<file path="src/hdl/rx_shutdown_pkg.sv">
/*
  shared constants and types for the receiver shut-down sequencer:
  packet layout, reset values of the stage settings and timing counts.
  assumes a 10 mhz decoder clock.
*/
package rx_shutdown_pkg;

  // packet layout, bit positions in the 32-bit configuration packet
  localparam int unsigned PKT_ID_MSB = 31;
  localparam int unsigned PKT_ID_LSB = 25;
  localparam logic [6:0] PKT_ID_SHUTDOWN = 7'h0d;
  localparam int unsigned PKT_TIER_BIT = 24;
  localparam int unsigned PKT_STEP_ENABLE_BIT = 23;
  localparam int unsigned PKT_PROBE_BIT = 19;
  localparam int unsigned PKT_LINES_MSB = 15;
  localparam int unsigned PKT_LINES_LSB = 8;
  localparam int unsigned PKT_HOLD_MSB = 5;
  localparam int unsigned PKT_HOLD_LSB = 0;

  // packet identity codes as whole top bytes
  localparam logic [7:0] STAGE_ONE_CONFIG_ID = 8'h1a;
  localparam logic [7:0] STAGE_TWO_CONFIG_ID = 8'h1b;

  localparam int unsigned HOLD_WIDTH = 6;
  localparam int unsigned LINES_WIDTH = 8;

  // reset values of a stage setting
  localparam logic RESET_STEP_ENABLE = 1'b0;
  localparam logic RESET_PROBE = 1'b0;
  localparam logic [LINES_WIDTH-1:0] RESET_LINES = 8'h00;
  localparam logic [HOLD_WIDTH-1:0] RESET_HOLD = 6'h01;
  localparam logic [HOLD_WIDTH-1:0] HOLD_MIN = 6'h01;

  // timing
  localparam int unsigned CLOCK_HZ = 10_000_000;
  localparam int unsigned HOLD_UNIT_US = 625;
  localparam int unsigned HOLD_UNIT_CYCLES = (HOLD_UNIT_US * (CLOCK_HZ / 1_000_000));
  localparam int unsigned UNIT_COUNT_WIDTH = 20;

  typedef struct packed {
    logic step_enable;
    logic low_battery_probe;
    logic [LINES_WIDTH-1:0] control_line_value;
    logic [HOLD_WIDTH-1:0] hold_interval;
  } stage_cfg_t;

  localparam stage_cfg_t STAGE_CFG_RESET = '{
    step_enable: RESET_STEP_ENABLE,
    low_battery_probe: RESET_PROBE,
    control_line_value: RESET_LINES,
    hold_interval: RESET_HOLD
  };

endpackage

</file>
<file path="src/hdl/receiver_shutdown_sequencer.sv">
/*
  receiver shut-down sequencer: takes shut-down configuration packets,
  steps the receiver control lines through up to two timed stages and
  then to the receiver-off setting when decoding is switched off.
  assumes packets arrive as whole 32-bit words from an spi receiver on
  the same clock, and that the receiver-on and receiver-off settings come
  from the surrounding decoder logic.
*/
`timescale 1ns/1ns
`default_nettype none

module receiver_shutdown_sequencer
  import rx_shutdown_pkg::*;
#(
  parameter int unsigned UNIT_CYCLES = HOLD_UNIT_CYCLES
)
(
  // clock and reset
  input wire logic clock,
  input wire logic reset,
  input wire logic clock_enable,
  // configuration packets
  input wire logic packet_valid,
  input wire logic [31:0] packet_data,
  // decoder control
  input wire logic decoder_run_bit,
  input wire logic receiver_active,
  input wire logic [LINES_WIDTH-1:0] receiver_on_lines,
  input wire logic [LINES_WIDTH-1:0] receiver_off_lines,
  // battery pin
  input wire logic battery_low_input,
  // receiver control lines and status
  output logic [LINES_WIDTH-1:0] rx_control_lines,
  output logic shutdown_busy,
  output logic receiver_off,
  output logic warmup_permit,
  output logic battery_sample_strobe,
  output logic battery_low_sampled
);

  typedef enum logic [1:0] {
    st_idle,
    st_stage_one,
    st_stage_two,
    st_off
  } seq_state_t;

  // configuration registers
  stage_cfg_t cfg_one_q;
  stage_cfg_t cfg_one_d;
  stage_cfg_t cfg_two_q;
  stage_cfg_t cfg_two_d;
  stage_cfg_t packet_cfg;
  logic packet_is_shutdown;

  // sequencer state
  seq_state_t state_q;
  seq_state_t state_d;
  stage_cfg_t active_q;
  stage_cfg_t active_d;
  logic [LINES_WIDTH-1:0] lines_q;
  logic [LINES_WIDTH-1:0] lines_d;
  logic run_prev_q;
  logic run_prev_d;
  logic battery_q;
  logic battery_d;
  logic strobe_q;
  logic strobe_d;
  logic timer_start;
  logic timer_expired;
  logic off_request;
  logic probe_now;

  // battery pin synchroniser
  logic battery_meta_q;
  logic battery_sync_q;

  always_comb
  begin
    packet_is_shutdown = packet_valid &&
      (packet_data[PKT_ID_MSB:PKT_ID_LSB] == PKT_ID_SHUTDOWN);
    // reserved bits are not checked; only the named fields are taken
    packet_cfg.step_enable = packet_data[PKT_STEP_ENABLE_BIT];
    packet_cfg.low_battery_probe = packet_data[PKT_PROBE_BIT];
    packet_cfg.control_line_value = packet_data[PKT_LINES_MSB:PKT_LINES_LSB];
    packet_cfg.hold_interval = packet_data[PKT_HOLD_MSB:PKT_HOLD_LSB];
  end

  always_comb
  begin
    cfg_one_d = cfg_one_q;
    cfg_two_d = cfg_two_q;
    if (packet_is_shutdown)
    begin
      if (packet_data[PKT_TIER_BIT])
      begin
        cfg_two_d = packet_cfg;
      end
      else
      begin
        cfg_one_d = packet_cfg;
      end
    end
  end

  always_ff @(posedge clock)
  begin
    if (reset)
    begin
      cfg_one_q <= STAGE_CFG_RESET;
      cfg_two_q <= STAGE_CFG_RESET;
    end
    else if (clock_enable)
    begin
      cfg_one_q <= cfg_one_d;
      cfg_two_q <= cfg_two_d;
    end
  end

  always_ff @(posedge clock)
  begin
    if (reset)
    begin
      battery_meta_q <= 1'b0;
      battery_sync_q <= 1'b0;
    end
    else if (clock_enable)
    begin
      battery_meta_q <= battery_low_input;
      battery_sync_q <= battery_meta_q;
    end
  end

  hold_timer #(
    .UNIT_CYCLES(UNIT_CYCLES)
  ) stage_timer (
    .clock(clock),
    .reset(reset),
    .clock_enable(clock_enable),
    .start(timer_start),
    .code(active_d.hold_interval),
    .expired(timer_expired)
  );

  // a falling run bit only matters while the receiver is on or warming up
  assign off_request = run_prev_q && !decoder_run_bit && receiver_active;

  always_comb
  begin
    state_d = state_q;
    active_d = active_q;
    lines_d = lines_q;
    run_prev_d = decoder_run_bit;
    battery_d = battery_q;
    timer_start = 1'b0;
    probe_now = 1'b0;
    case (state_q)
      st_idle:
      begin
        lines_d = receiver_on_lines;
        if (off_request)
        begin
          if (cfg_one_q.step_enable)
          begin
            state_d = st_stage_one;
            active_d = cfg_one_q;
            lines_d = cfg_one_q.control_line_value;
            timer_start = 1'b1;
          end
          else
          begin
            // stage two is ignored when stage one is off
            state_d = st_off;
            lines_d = receiver_off_lines;
          end
        end
      end
      st_stage_one:
      begin
        lines_d = active_q.control_line_value;
        if (timer_expired)
        begin
          probe_now = active_q.low_battery_probe;
          if (cfg_two_q.step_enable)
          begin
            state_d = st_stage_two;
            active_d = cfg_two_q;
            lines_d = cfg_two_q.control_line_value;
            timer_start = 1'b1;
          end
          else
          begin
            state_d = st_off;
            lines_d = receiver_off_lines;
          end
        end
      end
      st_stage_two:
      begin
        lines_d = active_q.control_line_value;
        if (timer_expired)
        begin
          probe_now = active_q.low_battery_probe;
          state_d = st_off;
          lines_d = receiver_off_lines;
        end
      end
      st_off:
      begin
        lines_d = receiver_off_lines;
        // warm-up is handed back only once the whole sequence is over
        if (decoder_run_bit)
        begin
          state_d = st_idle;
          lines_d = receiver_on_lines;
        end
      end
      default:
      begin
        state_d = st_idle;
        lines_d = receiver_on_lines;
      end
    endcase
    if (probe_now)
    begin
      battery_d = battery_sync_q;
    end
    strobe_d = probe_now;
  end

  always_ff @(posedge clock)
  begin
    if (reset)
    begin
      state_q <= st_idle;
      active_q <= STAGE_CFG_RESET;
      lines_q <= RESET_LINES;
      run_prev_q <= 1'b0;
      battery_q <= 1'b0;
      strobe_q <= 1'b0;
    end
    else if (clock_enable)
    begin
      state_q <= state_d;
      active_q <= active_d;
      lines_q <= lines_d;
      run_prev_q <= run_prev_d;
      battery_q <= battery_d;
      strobe_q <= strobe_d;
    end
  end

  assign rx_control_lines = lines_q;
  assign shutdown_busy = (state_q == st_stage_one) || (state_q == st_stage_two);
  assign receiver_off = (state_q == st_off);
  // the warm-up sequencer outside must wait on this before it starts
  assign warmup_permit = decoder_run_bit && !shutdown_busy;
  assign battery_sample_strobe = strobe_q;
  assign battery_low_sampled = battery_q;

endmodule // receiver_shutdown_sequencer

`default_nettype wire

</file>
<file path="src/hdl/hold_timer.sv">
/*
  hold timer: after a start pulse, counts code times unit_cycles clock
  cycles and then gives a one-cycle expired pulse.
  assumes start comes from logic on the same clock.
*/
`timescale 1ns/1ns
`default_nettype none

module hold_timer
  import rx_shutdown_pkg::*;
#(
  parameter int unsigned UNIT_CYCLES = HOLD_UNIT_CYCLES
)
(
  // clock and reset
  input wire logic clock,
  input wire logic reset,
  input wire logic clock_enable,
  // control
  input wire logic start,
  input wire logic [HOLD_WIDTH-1:0] code,
  output logic expired
);

  localparam logic [UNIT_COUNT_WIDTH-1:0] UNIT_LAST = UNIT_COUNT_WIDTH'(UNIT_CYCLES - 1);

  logic running_q;
  logic running_d;
  logic [UNIT_COUNT_WIDTH-1:0] unit_q;
  logic [UNIT_COUNT_WIDTH-1:0] unit_d;
  logic [HOLD_WIDTH-1:0] left_q;
  logic [HOLD_WIDTH-1:0] left_d;
  logic expired_q;
  logic expired_d;

  always_comb
  begin
    running_d = running_q;
    unit_d = unit_q;
    left_d = left_q;
    expired_d = 1'b0;
    if (start)
    begin
      running_d = 1'b1;
      unit_d = '0;
      // a zero code is outside the legal range; it is held as the shortest step
      left_d = (code == '0) ? HOLD_MIN : code;
    end
    else if (running_q)
    begin
      if (unit_q == UNIT_LAST)
      begin
        unit_d = '0;
        if (left_q == HOLD_MIN)
        begin
          running_d = 1'b0;
          expired_d = 1'b1;
        end
        else
        begin
          left_d = left_q - HOLD_MIN;
        end
      end
      else
      begin
        unit_d = unit_q + UNIT_COUNT_WIDTH'(1);
      end
    end
  end

  always_ff @(posedge clock)
  begin
    if (reset)
    begin
      running_q <= 1'b0;
      unit_q <= '0;
      left_q <= HOLD_MIN;
      expired_q <= 1'b0;
    end
    else if (clock_enable)
    begin
      running_q <= running_d;
      unit_q <= unit_d;
      left_q <= left_d;
      expired_q <= expired_d;
    end
  end

  assign expired = expired_q & clock_enable;

endmodule // hold_timer

`default_nettype wire

</file>
<file path="config.mk">
export PLATFORM = sky130hd
export DESIGN_NAME = receiver_shutdown_sequencer
export DESIGN_NICKNAME = d
export VERILOG_FILES = /design/src/hdl/rx_shutdown_pkg.sv /design/src/hdl/receiver_shutdown_sequencer.sv /design/src/hdl/hold_timer.sv
export SDC_FILE = /design/constraint.sdc
export NUM_CORES = 1
export LEC_CHECK = 0
export BUFFER_PORTS_ARGS = -buffer_cell sky130_fd_sc_hd__buf_2
export CAP_MARGIN = 30
export CORE_ASPECT_RATIO = 0.9
export CORE_MARGIN = 1
export CORE_UTILIZATION = 52
export DETAILED_ROUTE_END_ITERATION = 10
export PLACE_DENSITY_LB_ADDON = 0.25
export SYNTH_ARGS = -nofsm -noshare
export SYNTH_HDL_FRONTEND = slang
export SYNTH_SLANG_ARGS = --single-unit
</file>
<file path="constraint.sdc">
create_clock -name clock -period 2.05 [get_ports clock]
set_input_delay 0.1025 -clock clock [delete_from_list [all_inputs] [get_ports clock]]
set_output_delay 0.1025 -clock clock [all_outputs]
set_load 0.03 [all_outputs]
</file>
==> flow_summary.toml <==
[worst_setup_path]
crit_top_cell = "buf_4"
crit_type = "flop to flop"
max_stage_delay_ns = 0.34
slowest_stage = "dfxtp_2"
cp_cell_sequence = "inv_1 -> ha_1 -> nor4b_4 -> nand3_2 -> nor4_4 -> buf_4 -> buf_4 -> nand4_1 -> a21oi_1 -> nor4_1"
worstSetupEndpointType = "flop"
crit_start = "stage_timer.unit_q[1]$_SDFFE_PP0P_"
worstPathMaxFanout = 4
worst_setup_path_start_kind = "flop"
worstPathRequired_ns = 2.30
cp.arrival_ns = 2.21
worstReg2RegStart = "stage_timer.unit_q[1]$_SDFFE_PP0P_"

[clock_tree]
htreeDepth = 3
cts_tree = "done"
cts_buffer_depth = 2
cts_made_buffers = 9
cts.sinks = 90
clock-root-buffer = "clkbuf_8"
cts.clk_slew.worst_paths_ns = 0.09
clock_insertion_delay_worst_skew_ns = 0.36

[drt]
first_pass_iters = 5
avgViaCountPerCell = 5.77
vias = 4410
drtAntennaViolNets = 0
drc = 0
first_iter_violations = 232
wl_um = 12700
wl_per_cell_um = 16.6

[sta]
max_slew.worst_pin.slew_ns = 0.527
final.period_utilization_pct = 95.7
hold_violations = 0
rsz0062_at_grt = "true"
period_minus_slack_ns = 1.96
tns_ns = 0
fmax_ghz = 0.509
finalClockSkew_ns = 0.00672
setup_viol = 0
max-slew-margin-rel_pct = 64.9
maxSlewViolCount = 0

[yosys]
netlist_instances = 550
synth_edf_count = 0
syn_area_sq_um = 4760
ys_warn_count = 0
ys.flop_type = "dfxtp_1"
avgSynthCellArea_sq_um = 8.66
synth_nets = 613
synth_cell_type_count = 60
yosysSeqAreaShare_pct = 37.8
ys_async_sr_fraction_pct = 0
synth_seq_cells = 90

[cells_and_area]
seqCellArea_sq_um = 1800
diodes = 0
fill_cells = 771
final_cell_mix = "nor2_1 (98), dfxtp_1 (89), mux2i_1 (64)"
nNetsFinal = 703
final_core_util_pct = 66.9
multi_input_area_sq_um = 2860
layout-drive-gt1-share_pct = 23.9
mostFrequentLayoutCell = "nor2_1"
finalNonFillerCells = 764
synthToLayoutAreaGrowth_pct = 22.6
fin_area_sq_um = 5840

[grt]
grt_pass1_wl_um = 21000
grt_use_total_pct = 28.2
grt_pass1_vias = 4392
grt_max_degree = 29
antenna_found_initial = 0
grt_remaining_overflow = 0

[floorplanning]
fp.dieH_um = 92.8
core_area_sq_um = 8730
io_pins = 68
die_x_um = 103
num_rows = 32
dieArea_sq_um = 9550
start_util_pct = 54.6

[worst_hold_path]
min_path_type = "input port to flop"
holdCritStartpoint = "battery_low_input"

[power]
ir_worst_vdd_mv = 0.440
leakagePower_nw = 2.32
cellPowerDensity_nw_per_um2 = 671

[placement]
place_area_sq_um = 5360
dp_cells = 730
portBuffers = 59
gp_congestion = 0.917
dp_hpwl_um = 8910

[status]
status = "finished, final reports clean"

[run]
drv_cap = 0
[cell usage after synthesis (all sizes together), types with 4 or more instances]
cell	count	share of area [%]
nor2	102	8.1
dfxtp	90	38
mux2i	64	13
nand2	32	2.5
clkbuf	21	1.7
nand3	21	2.2
a211oi	18	2.9
inv	17	1.3
a21oi	16	1.7
o21ai	14	1.5
buf	13	1.4
nand4	13	1.8
xor2	12	2.2
nor3	9	1.1
ha	8	2.1
a221oi	7	1.5
a22oi	7	1.1
o211ai	7	1.1
xnor2	7	1.3
mux2	6	1.4
nor4	6	1.2
and4	5	0.92
nand2b	5	0.66
nor2b	5	0.66
a222oi	4	0.84
[final cells by class]
cell class / instances / area share, %
flip-flops and latches: 90 / 30.9
clock buffers: 12 / 2.48
inverters: 17 / 1.16
repair buffers: 113 / 13.1
well taps: 119 / 2.55
clock inverters: 4 / 0.878
multi-input cells: 409 / 49.0
[critical path: cells and delay by family (launching register included)]
family / cells / cell delay [ns]
simple gates: 5 / 0.86
buf+inv: 3 / 0.33
flops: 1 / 0.34
fa+ha+maj: 1 / 0.15
compound gates: 1 / 0.17
[per-layer routing]
| layer | vias up | share of wire [%] | global-route usage [%] |
|---|---|---|---|
| met2 | 150 | 47 | 44.3 |
| li1 | 2151 | - | - |
| met1 | 2088 | 45 | 38.2 |
| met3 | 21 | 6.2 | 5.36 |
| met4 | 0 | 1.7 | 9.86 |
| met5 | - | 0 | 0 |
[registers in the layout, indices dropped and copies added, names as in the netlist, 2 cells and up]
name / flops
state_q: 2
cfg_one_q: 16
cfg_two_q: 16
stage_timer.left_q: 6
rx_control_lines: 8
stage_timer.unit_q: 20
active_q: 15
[through the flow]
step | total power [W] | worst slack [ns] | hold slack, ns
finish | 0.00392 | 0.0873 | 0.0122
floorplan | 0.00237 | 0.138 | 0.220
CTS | 0.00389 | 0.00709 | 0.00142
detailed placement | 0.00264 | 0.00574 | 0.341
global route | 0.00408 | -0.0779 | 0.00556
global placement | 0.00262 | 0.0801 | 0.320
[kinds of logic (layout without fill, tap and decap cells)]
family	after synthesis	count (layout)	synth area share [%]
multiplexers	70	70	14.9
XOR/XNOR	19	19	3.49
AND/OR/NAND/NOR	216	216	22.6
buffers and inverters	51	146	4.39
AO/OA/AOI/OAI	96	96	14.8
flip-flops	90	90	37.8
adder cells (fa/ha/maj)	8	8	2.10
[path summary, 6_finish.rpt]
check                                                           to  slack (ns)  depth (start not counted)
worst max-delay path            stage_timer.left_q[3]$_SDFFE_PP0P_        0.09                         10
worst min-delay path                   battery_meta_q$_SDFFE_PP0P_        0.01                          3
worst max register to register  stage_timer.left_q[3]$_SDFFE_PP0P_        0.09                         10
worst min register to register    rx_control_lines[5]$_SDFFE_PP0P_        0.47                          2
[power breakdown]
group	switching [W]	internal [W]	total [W]
Clock	0.000641	0.000599	0.00124
Sequential	0.0000402	0.00181	0.00185
Combinational	0.000482	0.000345	0.000827
Total	0.00116	0.00276	0.00392
[what timing repair did]
item	in CTS	in global routing
gates resized for setup	1	24
pin swaps	0	4
hold endpoints to repair	23	0
endpoints found under the setup margin	3	28
buffers inserted	0	4
hold buffers	14	0
(Power assumes the default switching activity.)
